## config.mk

```make
export PLATFORM = sky130hd
export DESIGN_NAME = hbd_top
export DESIGN_NICKNAME = d
export VERILOG_FILES = /design/src/hdl/hbd_pin_sync.v /design/src/hdl/hbd_top.v
export VERILOG_INCLUDE_DIRS = /design/src /design/src/hdl
export SDC_FILE = /design/constraint.sdc
export NUM_CORES = 1
export LEC_CHECK = 0
export BUFFER_PORTS_ARGS = -buffer_cell sky130_fd_sc_hd__buf_2
export CORE_MARGIN = 2
export CORE_UTILIZATION = 40
export CTS_CLUSTER_DIAMETER = 100
export CTS_CLUSTER_SIZE = 8
export DETAILED_ROUTE_END_ITERATION = 8
export GPL_TIMING_DRIVEN = 0
export PLACE_DENSITY = 0.7
export SKIP_LAST_GASP = 1
export SYNTH_ARGS = -nofsm -noshare
export SYNTH_HDL_FRONTEND = slang
export SYNTH_SLANG_ARGS = --single-unit
```

## constraint.sdc

```tcl
create_clock -name core_clk -period 1.5 [get_ports core_clk]
set_input_delay 0.225 -clock core_clk [delete_from_list [all_inputs] [get_ports core_clk]]
set_output_delay 0.225 -clock core_clk [all_outputs]
set_load 0.01 [all_outputs]
```

## src/hdl/hbd_defs.vh

```
// Shared constants for the host bus decode and lane steering block.
`ifndef HBD_DEFS_VH
`define HBD_DEFS_VH

`define HBD_ADDR_MSB 15
`define HBD_ADDR_LSB 1
`define HBD_DEC_LSB 4
`define HBD_ADDR_W 15
`define HBD_BASE_W 12

`define HBD_SYNC_W 22
`define HBD_SYNC_RST 22'h3F8000
`define HBD_SY_ADDR_LO 0
`define HBD_SY_ADDR_HI 14
`define HBD_SY_QUAL 15
`define HBD_SY_BE_LO 16
`define HBD_SY_BE_HI 19
`define HBD_SY_STROBE 20
`define HBD_SY_DCS 21

`define HBD_BE_WORD 4'h0
`define HBD_BE_LOWER 4'hC
`define HBD_BE_UPPER 4'h3
`define HBD_BE_BYTE0 4'hE
`define HBD_BE_BYTE1 4'hD
`define HBD_BE_BYTE2 4'hB
`define HBD_BE_BYTE3 4'h7
`define HBD_BE_IDLE 4'hF

`define HBD_EN_NONE 4'h0
`define HBD_EN_WORD 4'hF
`define HBD_EN_LOWER 4'h3
`define HBD_EN_UPPER 4'hC
`define HBD_EN_BYTE0 4'h1
`define HBD_EN_BYTE1 4'h2
`define HBD_EN_BYTE2 4'h4
`define HBD_EN_BYTE3 4'h8
`define HBD_LOW_PAIR 4'h3

`define HBD_ADDR_RST 15'h0000
`define HBD_QUAL_IDLE 1'h1
`define HBD_BASE_RST 12'h000

`endif

```

## src/hdl/hbd_pin_sync.v

```verilog
// Three-stage pin synchroniser with an agreement filter on the last two stages.
`timescale 1ns/1ns
`default_nettype none
module hbd_pin_sync #(
	parameter W = 1,
	parameter [W-1:0] RST_VAL = {W{1'h0}}
) (
	input wire core_clk,
	input wire rst,
	input wire [W-1:0] pin_in,
	output reg [W-1:0] level_out
);
	reg [W-1:0] stage1_reg;
	reg [W-1:0] stage2_reg;
	reg [W-1:0] stage3_reg;
	integer i;

	// Stage one feeds stage two only, so a metastable value never reaches logic.
	always @(posedge core_clk) begin
		if (rst) begin
			stage1_reg <= RST_VAL;
			stage2_reg <= RST_VAL;
			stage3_reg <= RST_VAL;
			level_out <= RST_VAL;
		end else begin
			stage1_reg <= pin_in;
			stage2_reg <= stage1_reg;
			stage3_reg <= stage2_reg;
			for (i = 0; i < W; i = i + 1) begin
				if (stage2_reg[i] == stage3_reg[i]) begin
					level_out[i] <= stage3_reg[i];
				end
			end
		end
	end
endmodule
`default_nettype wire

```

## src/hdl/hbd_top.v

```verilog
// Host bus address latch, local decode and byte lane steering.
`timescale 1ns/1ns
`default_nettype none
`include "hbd_defs.vh"

// Notes on behaviour
// Lanes 0,1 low select the lower half-word; lanes 2,3 low the upper.
// One enable low selects one byte: lane 0 bits 7:0, lane 1 bits 15:8.
// Full word and single upper-byte patterns are valid only on the wide bus.
// Address, qualify and all four lane selects are caught on strobe rising edge.
// Local hit output is combinational from qualify and address bits 15:4.
// Local decode compares address bits 15:4 against the base address.
// With data port select asserted the local decode result is ignored; the code does this on the wide bus only.
// With data port select asserted the access is a full word, lanes ignored; the code does this on the wide bus only.
// Decoding is enabled only while qualify is low; host raises it for DMA.
// Through data port select only the data register may be reached.
// A host with stable addresses ties the strobe low; the latch stays open.
// Undefined lane patterns enable no lane and block register writes.
// On the narrow bus the upper lane selects and data lanes are ignored.
module hbd_top (
	input wire core_clk,
	input wire rst,
	input wire bus_width_32,
	input wire [`HBD_BASE_W-1:0] base_address,
	input wire [`HBD_ADDR_MSB:`HBD_ADDR_LSB] addr_in,
	input wire address_qualify,
	input wire lane0_select_n,
	input wire lane1_select_n,
	input wire lane2_select_n,
	input wire lane3_select_n,
	input wire address_strobe_n,
	input wire data_port_select_n,
	output wire local_hit_n,
	output reg [`HBD_ADDR_MSB:`HBD_ADDR_LSB] latched_addr_reg,
	output reg [3:0] lane_enable_reg,
	output reg target_hit_reg,
	output reg data_reg_select_reg,
	output reg other_reg_allow_reg,
	output reg write_allow_reg,
	output reg full_word_reg,
	output reg wide_bus_reg
);
	wire [`HBD_SYNC_W-1:0] pins_raw;
	wire [`HBD_SYNC_W-1:0] pins_sync;
	wire [`HBD_ADDR_MSB:`HBD_ADDR_LSB] sync_addr;
	wire sync_qualify;
	wire [3:0] sync_lanes_n;
	wire sync_strobe_n;
	wire sync_dcs_n;
	reg latched_qualify_reg;
	reg [3:0] latched_lanes_n_reg;
	reg [`HBD_ADDR_MSB:`HBD_ADDR_LSB] latched_addr_next;
	reg latched_qualify_next;
	reg [3:0] latched_lanes_n_next;
	reg [`HBD_BASE_W-1:0] base_reg;
	reg [3:0] lane_enable_next;
	reg target_hit_next;
	reg data_reg_select_next;
	reg other_reg_allow_next;
	reg write_allow_next;
	reg full_word_next;
	wire local_match;
	wire central_select;

	// Lane enables for one active-low pattern; anything undefined reaches no lane.
	function [3:0] hbd_lane_decode;
		input [3:0] lanes_n;
		input wide;
		begin
			hbd_lane_decode = `HBD_EN_NONE;
			if (wide) begin
				case (lanes_n)
					`HBD_BE_WORD: hbd_lane_decode = `HBD_EN_WORD;
					`HBD_BE_LOWER: hbd_lane_decode = `HBD_EN_LOWER;
					`HBD_BE_UPPER: hbd_lane_decode = `HBD_EN_UPPER;
					`HBD_BE_BYTE0: hbd_lane_decode = `HBD_EN_BYTE0;
					`HBD_BE_BYTE1: hbd_lane_decode = `HBD_EN_BYTE1;
					`HBD_BE_BYTE2: hbd_lane_decode = `HBD_EN_BYTE2;
					`HBD_BE_BYTE3: hbd_lane_decode = `HBD_EN_BYTE3;
					default: hbd_lane_decode = `HBD_EN_NONE;
				endcase
			end else begin
				// The narrow variant looks at the lower pair only.
				case (lanes_n & `HBD_LOW_PAIR)
					(`HBD_BE_LOWER & `HBD_LOW_PAIR): begin
						hbd_lane_decode = `HBD_EN_LOWER; // see R1
					end
					(`HBD_BE_BYTE0 & `HBD_LOW_PAIR): begin
						hbd_lane_decode = `HBD_EN_BYTE0; // see R2
					end
					(`HBD_BE_BYTE1 & `HBD_LOW_PAIR): begin
						hbd_lane_decode = `HBD_EN_BYTE1; // see R2
					end
					default: hbd_lane_decode = `HBD_EN_NONE;
				endcase
			end
		end
	endfunction

	assign pins_raw = {data_port_select_n, address_strobe_n, lane3_select_n, lane2_select_n,
		lane1_select_n, lane0_select_n, address_qualify, addr_in};

	hbd_pin_sync #(
		.W(`HBD_SYNC_W),
		.RST_VAL(`HBD_SYNC_RST)
	) u_pin_sync (
		.core_clk(core_clk),
		.rst(rst),
		.pin_in(pins_raw),
		.level_out(pins_sync)
	);

	assign sync_addr = pins_sync[`HBD_SY_ADDR_HI:`HBD_SY_ADDR_LO];
	assign sync_qualify = pins_sync[`HBD_SY_QUAL];
	assign sync_lanes_n = pins_sync[`HBD_SY_BE_HI:`HBD_SY_BE_LO];
	assign sync_strobe_n = pins_sync[`HBD_SY_STROBE];
	assign sync_dcs_n = pins_sync[`HBD_SY_DCS];

	// The latch is open while the strobe is low and closes on its rising edge,
	// so a strobe tied low simply lets stable addresses flow through.
	always @* begin
		latched_addr_next = latched_addr_reg;
		latched_qualify_next = latched_qualify_reg;
		latched_lanes_n_next = latched_lanes_n_reg;
		if (!sync_strobe_n) begin
			latched_addr_next = sync_addr; // see R4
			latched_qualify_next = sync_qualify; // see R4
			latched_lanes_n_next = sync_lanes_n; // see R4
		end
	end

	// Hit is pure gating on the latched values; there is no flop in this path.
	assign local_match = (latched_addr_reg[`HBD_ADDR_MSB:`HBD_DEC_LSB] == base_reg);
	assign local_hit_n = ~(~latched_qualify_reg & local_match); // see R5

	// Central select exists only on the wide variant; the narrow one ignores it.
	assign central_select = wide_bus_reg & ~sync_dcs_n;

	always @* begin
		lane_enable_next = hbd_lane_decode(latched_lanes_n_reg, wide_bus_reg);
		target_hit_next = ~local_hit_n;
		data_reg_select_next = 1'h0;
		other_reg_allow_next = ~local_hit_n;
		full_word_next = (lane_enable_next == `HBD_EN_WORD);
		if (central_select) begin
			target_hit_next = 1'h1;
			lane_enable_next = `HBD_EN_WORD;
			full_word_next = 1'h1;
			data_reg_select_next = 1'h1;
			other_reg_allow_next = 1'h0;
		end
		write_allow_next = target_hit_next & (lane_enable_next != `HBD_EN_NONE);
	end

	// The width strap is caught only during reset so it cannot shift mid-access.
	// The base follows its port one cycle late, so change it only while the bus is idle.
	always @(posedge core_clk) begin
		if (rst) begin
			wide_bus_reg <= bus_width_32;
			base_reg <= base_address;
			latched_addr_reg <= `HBD_ADDR_RST;
			latched_qualify_reg <= `HBD_QUAL_IDLE;
			latched_lanes_n_reg <= `HBD_BE_IDLE;
			lane_enable_reg <= `HBD_EN_NONE;
			target_hit_reg <= 1'h0;
			data_reg_select_reg <= 1'h0;
			other_reg_allow_reg <= 1'h0;
			write_allow_reg <= 1'h0;
			full_word_reg <= 1'h0;
		end else begin
			base_reg <= base_address;
			latched_addr_reg <= latched_addr_next;
			latched_qualify_reg <= latched_qualify_next;
			latched_lanes_n_reg <= latched_lanes_n_next;
			lane_enable_reg <= lane_enable_next;
			target_hit_reg <= target_hit_next;
			data_reg_select_reg <= data_reg_select_next;
			other_reg_allow_reg <= other_reg_allow_next;
			write_allow_reg <= write_allow_next;
			full_word_reg <= full_word_next;
		end
	end
endmodule
`default_nettype wire

```

==> results by group, run 1 <==
Floorplan
  – Starting Density: 0.4134
  – Core ar.: 0.009819 sq mm
  – Die Wd: 104.7 um
  – Die Footprint: 0.01097 sq mm
  – Die H: 104.7 um
  – Row count: 36
  – # IOs: 63

Synthesis
  – #FFs+latches synth: 130
  – Mapped Area: 0.004059 sq mm
  – Main synth FF type: dfxtp_1
  – Post-synth EDFFs: 1
  – Sequential fraction of the synthesis area: 0.6436
  – Syn_nets: 406
  – Synthesis warning total: 0
  – Synth Area per Inst: 11.00 sq um
  – Synth Instances: 369
  – Synth unique cells: 30
  – Async set-or-reset flop fraction in the synthesized netlist: 0

Drt
  – Residual DRC: 0
  – Vias/cell: 4.466
  – Iter 0 DRT Violations: 122
  – ANT nets after route: 0
  – Routed WL per cell: 12.36 um
  – Detailed Routing Iterations Pass 1: 4
  – WL final: 7.849 mm
  – Via count: 2836

Power and ir drop
  – Int Pwr: 5992 uW
  – Total power: 7812 uW
  – Clock power share: 0.506
  – Switching power: 1820 uW
  – Seq pwr share: 0.460
  – P_leak: 0.002389 uW
  – PD cells: 1407 mW/mm^2
  – Switch share: 0.2330
  – Combinational share of power: 0.035
  – Worst vdd ir: 0.8898 mV

GRT
  – Initial antenna violation count: 0
  – GRT Total Usage: 0.1534
  – Pin count of the biggest net entering global routing: 17
  – Total grt overflow: 0
  – Vias in the first global route: 2819
  – First-pass GRT wire length: 13.08 mm

Critical path
  – CP Capture Type: output port
  – Crit-path cells: xor2_2 > nor4_4 > nand4_2 > buf_2
  – Required @ worst endpoint: 1.27 ns
  – Crit Path Max Fanout: 3
  – CP max stage cell: dfxtp_4
  – Setup crit start kind: flop
  – Crit path DAT: 1.71 ns
  – CP max stage delay: 0.36 ns
  – Buf/Inv on CP: 1
  – Cell family with most CP delay: simple AND/OR/NAND/NOR gates
  – Worst setup path category: reg2out

Placement
  – Buffers on Ports: 62
  – HPWL after DPL: 5.034 mm
  – Gpl congestion: 0.7767

Clock network
  – Deepest clock path buffer count: 2
  – Total clock sinks: 130
  – Worst skew pair latency: 0.52 ns
  – TritonCTS buffer count: 17
  – Clk slew on worst S/H paths: 0.06 ns
  – CTS root buf: clkbuf_8
  – CTS tree: yes
  – CTS HTree Levels: 4

STA
  – Max Transition Viols Final: 0
  – Final min period: 1.934 ns
  – Period utilization: 1.289
  – Measured slew at the worst slew-check pin: 0.6162 ns
  – Hold Vio Cnt, Final: 0
  – RSZ-0062 raised after global routing: true
  – Final setup fails: 4
  – Slew HR: 0.5892
  – Clk_skew: 0.008610 ns
  – Final Worst Setup Slack: -0.4342 ns
  – FMAX: 0.5170 GHz

Cells and area
  – Most common cell after layout, fill and taps aside: dfxtp_1
  – Layout cells sized above 1: 0.2749
  – Nets@finish: 526
  – Area growth syn-to-layout: 36.84%
  – Number of diodes: 0
  – Most frequent cells in the layout: dfxtp_1, buf_2, nor2b_1
  – Finished Core Util: 0.5656
  – FILL cells: 848

Status
  – Status: complete, but fails checks
  – Failing checks: setup timing

Run
  – Maxcap violations: 0

Min path
  – Hold crit path type: in2reg
stage by stage:
| stage | hold WS [ns] | instances | cell area (sq um) | setup slack [ns] | setup TNS (ns) |
|---|---|---|---|---|---|
| 2_1_floorplan | 0.2527 | 369 | 4059 | 0.09020 | 0 |
| 3_3_place_gp | 0.3285 | 564 | 4536 | -0.09191 | -2.378 |
| 3_5_place_dp | 0.3289 | 564 | 4536 | -0.1662 | -3.169 |
| 4_1_cts | 0.02950 | 634 | 5489 | -0.4769 | -0.5888 |
| 5_1_grt | 0.04142 | 635 | 5554 | -0.5066 | -0.9295 |
| 6_report | 0.05700 | 635 | 5554 | -0.4342 | -0.6204 |
synthesized netlist by cell type, types with 3 or more instances:
cell type / instances / area, sq um
dfxtp_1: 129 / 2582
nor2b_1: 51 / 319.1
a21oi_1: 28 / 140.1
nor2_1: 25 / 93.84
or2_2: 21 / 131.4
nand2_1: 17 / 63.81
mux2i_1: 15 / 150.1
o21ai_0: 15 / 75.07
clkbuf_1: 12 / 45.04
xor2_1: 12 / 105.1
o21bai_1: 9 / 67.56
a211o_1: 5 / 43.79
buf_2: 4 / 20.02
nand2b_1: 3 / 18.77
nor3_1: 3 / 15.01
power by group through the flow:
stage | logic [uW] | registers, uW | clock network [uW]
global placement | 190 | 3660 | 0
CTS | 266 | 3590 | 4010
detailed placement | 195 | 3670 | 0
floorplan | 114 | 3660 | 0
finish | 270 | 3590 | 3950
global route | 298 | 3600 | 4180
path summary, 6_finish.rpt:
path	depth (start not counted)	slack (ns)	to	startpoint
setup reg to reg	6	-0.17	write_allow_reg$_SDFF_PP0_	latched_addr_reg[8]$_SDFFE_PP0N_
hold / removal	1	0.06	wide_bus_reg$_DFFE_PP_	rst
hold reg to reg	1	0.41	u_pin_sync.stage2_reg[19]$_SDFF_PP1_	u_pin_sync.stage1_reg[19]$_SDFF_PP1_
setup / recovery	4	-0.43	local_hit_n	latched_addr_reg[8]$_SDFFE_PP0N_
worst register-to-register path: stages, from the launching register on:
cell,delay (ns)
dfxtp_4,0.36
xor2_2,0.15
nor4_4,0.33
nand4_2,0.18
buf_4,0.17
buf_6,0.12
a2111oi_4,0.27
metal layers:
metal | share of wire | up-vias | global-route usage
met5 | 0 | - | 0
li1 | - | 1455 | -
met3 | 0.045 | 22 | 0.05240
met4 | 0.027 | 0 | 0.08476
met2 | 0.49 | 68 | 0.2537
met1 | 0.44 | 1291 | 0.1730
kinds of logic after synthesis:
kind of cell,share of synthesized area
AND/OR/NAND/NOR,0.1773
buffers and inverters,0.01973
AO/OA/AOI/OAI,0.09648
XOR/XNOR,0.02589
flip-flops,0.6437
multiplexers,0.03699
layout make-up:
cell class / instances / area (sq um) / share of cell area
clock buffers: 17 / 414.1 / 0.07457
well taps: 133 / 166.4 / 0.02996
repair buffers: 102 / 701.9 / 0.1264
flip-flops and latches: 130 / 2623 / 0.4722
plain buffers: 17 / 78.83 / 0.01419
multi-input cells: 221 / 1408 / 0.2534
clock inverters: 15 / 162.7 / 0.02929
repair_timing:
item,in CTS,in global routing
buffers inserted,3,2
pin swaps,3,4
hold endpoints to repair,35,0
hold buffers,35,0
endpoints found under the setup margin,2,15
gates resized for setup,3,11
Note: power is estimated with default switching activity, not from simulation.
==> inputs of run 2 (changes only) <==
--- a/config.mk
+++ b/config.mk
@@ -10,11 +10,13 @@
 export CORE_MARGIN = 2
 export CORE_UTILIZATION = 40
 export CTS_CLUSTER_DIAMETER = 100
-export CTS_CLUSTER_SIZE = 8
+export CTS_CLUSTER_SIZE = 20
 export DETAILED_ROUTE_END_ITERATION = 8
 export GPL_TIMING_DRIVEN = 0
+export MAX_ROUTING_LAYER = met4
 export PLACE_DENSITY = 0.7
 export SKIP_LAST_GASP = 1
 export SYNTH_ARGS = -nofsm -noshare
 export SYNTH_HDL_FRONTEND = slang
 export SYNTH_SLANG_ARGS = --single-unit
+export TNS_END_PERCENT = 10
==> results by group, run 2 (synthesis gave the netlist of run 1 again) <==
Status
  – Status: complete, but fails checks
  – Failing checks: setup timing

STA
  – Final Worst Setup Slack: -0.4141 ns (+0.02010 ns)
  – FMAX: 0.5224 GHz (+1.1%)
  – Final setup fails: 2 (-2)
  – Clk_skew: 0.01026 ns (+0.001653 ns)
  – Final min period: 1.914 ns (-0.02010 ns)
  – Final TNS setup: -0.4715 ns (+0.1489 ns)
  – Measured slew at the worst slew-check pin: 0.5988 ns (-0.01749 ns)
  – Hold Vio Cnt, Final: 0 (unchanged)
  – RSZ-0062 raised after global routing: true
  – Hold_ws: 0.05306 ns (-0.003944 ns)
  – Max Transition Viols Final: 0 (unchanged)
  – Slew HR: 0.6008 (+0.01166)
  – Period utilization: 1.276 (-0.01340)

Clock network
  – CTS HTree Levels: 4 (unchanged)
  – CTS root buf: clkbuf_8
  – Clk slew on worst S/H paths: 0.07 ns (about the same)
  – Total clock sinks: 130 (unchanged)
  – CTS tree: yes
  – Deepest clock path buffer count: 2 (unchanged)
  – Worst skew pair latency: 0.52 ns (about the same)
  – TritonCTS buffer count: 17 (unchanged)

GRT
  – Total grt overflow: 0 (unchanged)
  – Initial antenna violation count: 0 (unchanged)
  – GR Util met1: 0.1726 (-0.0003940)
  – Routing usage on met3: 0.05427 (+0.001871)
  – M2 GR Usage: 0.2542 (+0.0004638)
  – Top Usage Layer GRT: met2
  – Vias in the first global route: 2821 (+0.071%)
  – First-pass GRT wire length: 13.08 mm (unchanged)
  – Pin count of the biggest net entering global routing: 17 (unchanged)
  – GRT Total Usage: 0.1578 (+0.004384)

Drt
  – Detailed Routing Iterations Pass 1: 4 (unchanged)
  – Routed WL per cell: 12.32 um (-0.32%)
  – Via count: 2829 (-0.25%)
  – WL final: 7.824 mm (-0.32%)
  – Iter 0 DRT Violations: 109 (-11%)
  – ANT nets after route: 0 (unchanged)
  – Vias/cell: 4.455 (-0.25%)
  – Residual DRC: 0 (unchanged)

Power and ir drop
  – PD cells: 1413 mW/mm^2 (+0.45%)
  – Clock power share: 0.506 (about the same)
  – Worst vdd ir: 0.8908 mV (+0.10%)
  – Total power: 7808 uW (about the same)
  – P_leak: 0.002380 uW (-0.39%)
  – Switching power: 1817 uW (-0.20%)
  – Switch share: 0.2327 (-0.0003420)
  – Combinational share of power: 0.034 (about the same)
  – Int Pwr: 5992 uW (about the same)
  – Seq pwr share: 0.460 (about the same)

Cells and area
  – Design area: 0.005527 sq mm (-0.50%)
  – Number of diodes: 0 (unchanged)
  – Most common cell after layout, fill and taps aside: dfxtp_1
  – Nets@finish: 526 (unchanged)
  – Area growth syn-to-layout: 36.16%
  – Non-filler instance count after layout: 635 (unchanged)
  – Layout cells sized above 1: 0.2709 (-0.003984)
  – Most frequent cells in the layout: dfxtp_1, buf_2, nor2b_1

Critical path
  – Crit-path cells: xor2_1 > nor4_2 > nand4_2 > buf_2
  – Cell family with most CP delay: simple AND/OR/NAND/NOR gates
  – Crit Path Max Fanout: 2 (-1)
  – Setup crit start kind: flop
  – CP max stage delay: 0.33 ns (-0.03 ns)
  – CP max stage cell: dfxtp_2
  – Crit path DAT: 1.69 ns (-0.02 ns)
  – CP Capture Type: output port
  – Worst setup path category: reg2out
  – Required @ worst endpoint: 1.27 ns (about the same)
  – Buf/Inv on CP: 1 (unchanged)

Floorplan
  – Core ar.: 0.009819 sq mm (unchanged)
  – Row count: 36 (unchanged)
  – # IOs: 63 (unchanged)
  – Die Footprint: 0.01097 sq mm (unchanged)
  – Die H: 104.7 um (unchanged)
  – Starting Density: 0.4134 (unchanged)
  – Die Wd: 104.7 um (unchanged)

Run
  – Maxcap violations: 0 (unchanged)

Placement
  – DP Area: 0.004536 sq mm (unchanged)
  – Placed insts: 564 (unchanged)
  – Buffers on Ports: 62 (unchanged)
  – HPWL after DPL: 5.034 mm (unchanged)
  – Gpl congestion: 0.7874 (+1.4%)

Min path
  – Hold crit path type: in2reg
-- run 2: cell counts in the layout (fill, tap and decap cells not counted) --
Identical to the previous run, type by type.
-- run 2: power groups by stage --
stage,logic (uW),clock network (uW),registers [uW]
6_report,268,3950,3590
4_1_cts,266,4010,3590
2_1_floorplan,114,0,3660
3_5_place_dp,195,0,3670
5_1_grt,297,4180,3600
3_3_place_gp,190,0,3660
-- run 2: worst paths after layout --
kind / to / cells past startpoint / startpoint / slack [ns]
setup / recovery: local_hit_n / 4 / latched_addr_reg[12]$_SDFFE_PP0N_ / -0.41
hold / removal: wide_bus_reg$_DFFE_PP_ / 1 / rst / 0.05
setup reg to reg: write_allow_reg$_SDFF_PP0_ / 5 / latched_addr_reg[12]$_SDFFE_PP0N_ / -0.06
hold reg to reg: u_pin_sync.stage2_reg[20]$_SDFF_PP1_ / 1 / u_pin_sync.stage1_reg[20]$_SDFF_PP1_ / 0.41
-- run 2: what timing repair did --
action | 4_1_cts | 5_1_grt
endpoints found under the setup margin | 2 | 15
buffers inserted | 3 | 1
hold endpoints to repair | 35 | 0
pin swaps | 3 | 4
gates resized for setup | 3 | 7
hold buffers | 35 | 0
-- run 2: metrics by stage --
stage                     setup WS (ns)  utilization
after CTS                       -0.4769       0.5590
after global routing            -0.5075       0.5628
final                           -0.4141       0.5628
after floorplan                 0.09020            -
after detailed placement        -0.1662       0.4619
after global placement         -0.09191       0.4619
-- run 2: per-layer routing --
metal  share of wire  vias up
met3           0.042       16
met2            0.50       75
li1                -     1453
met4           0.021        0
met5               0        -
met1            0.44     1285
-- run 2: layout make-up --
| class | count | area [sq um] |
|---|---|---|
| clock inverter | 15 | 162.7 |
| buffer | 18 | 80.08 |
| timing repair buffer | 101 | 690.7 |
| fill | 852 | 4293 |
| clock buffer | 17 | 414.1 |
| tap | 133 | 166.4 |
| sequential | 130 | 2623 |
| multi-input combinational | 221 | 1390 |
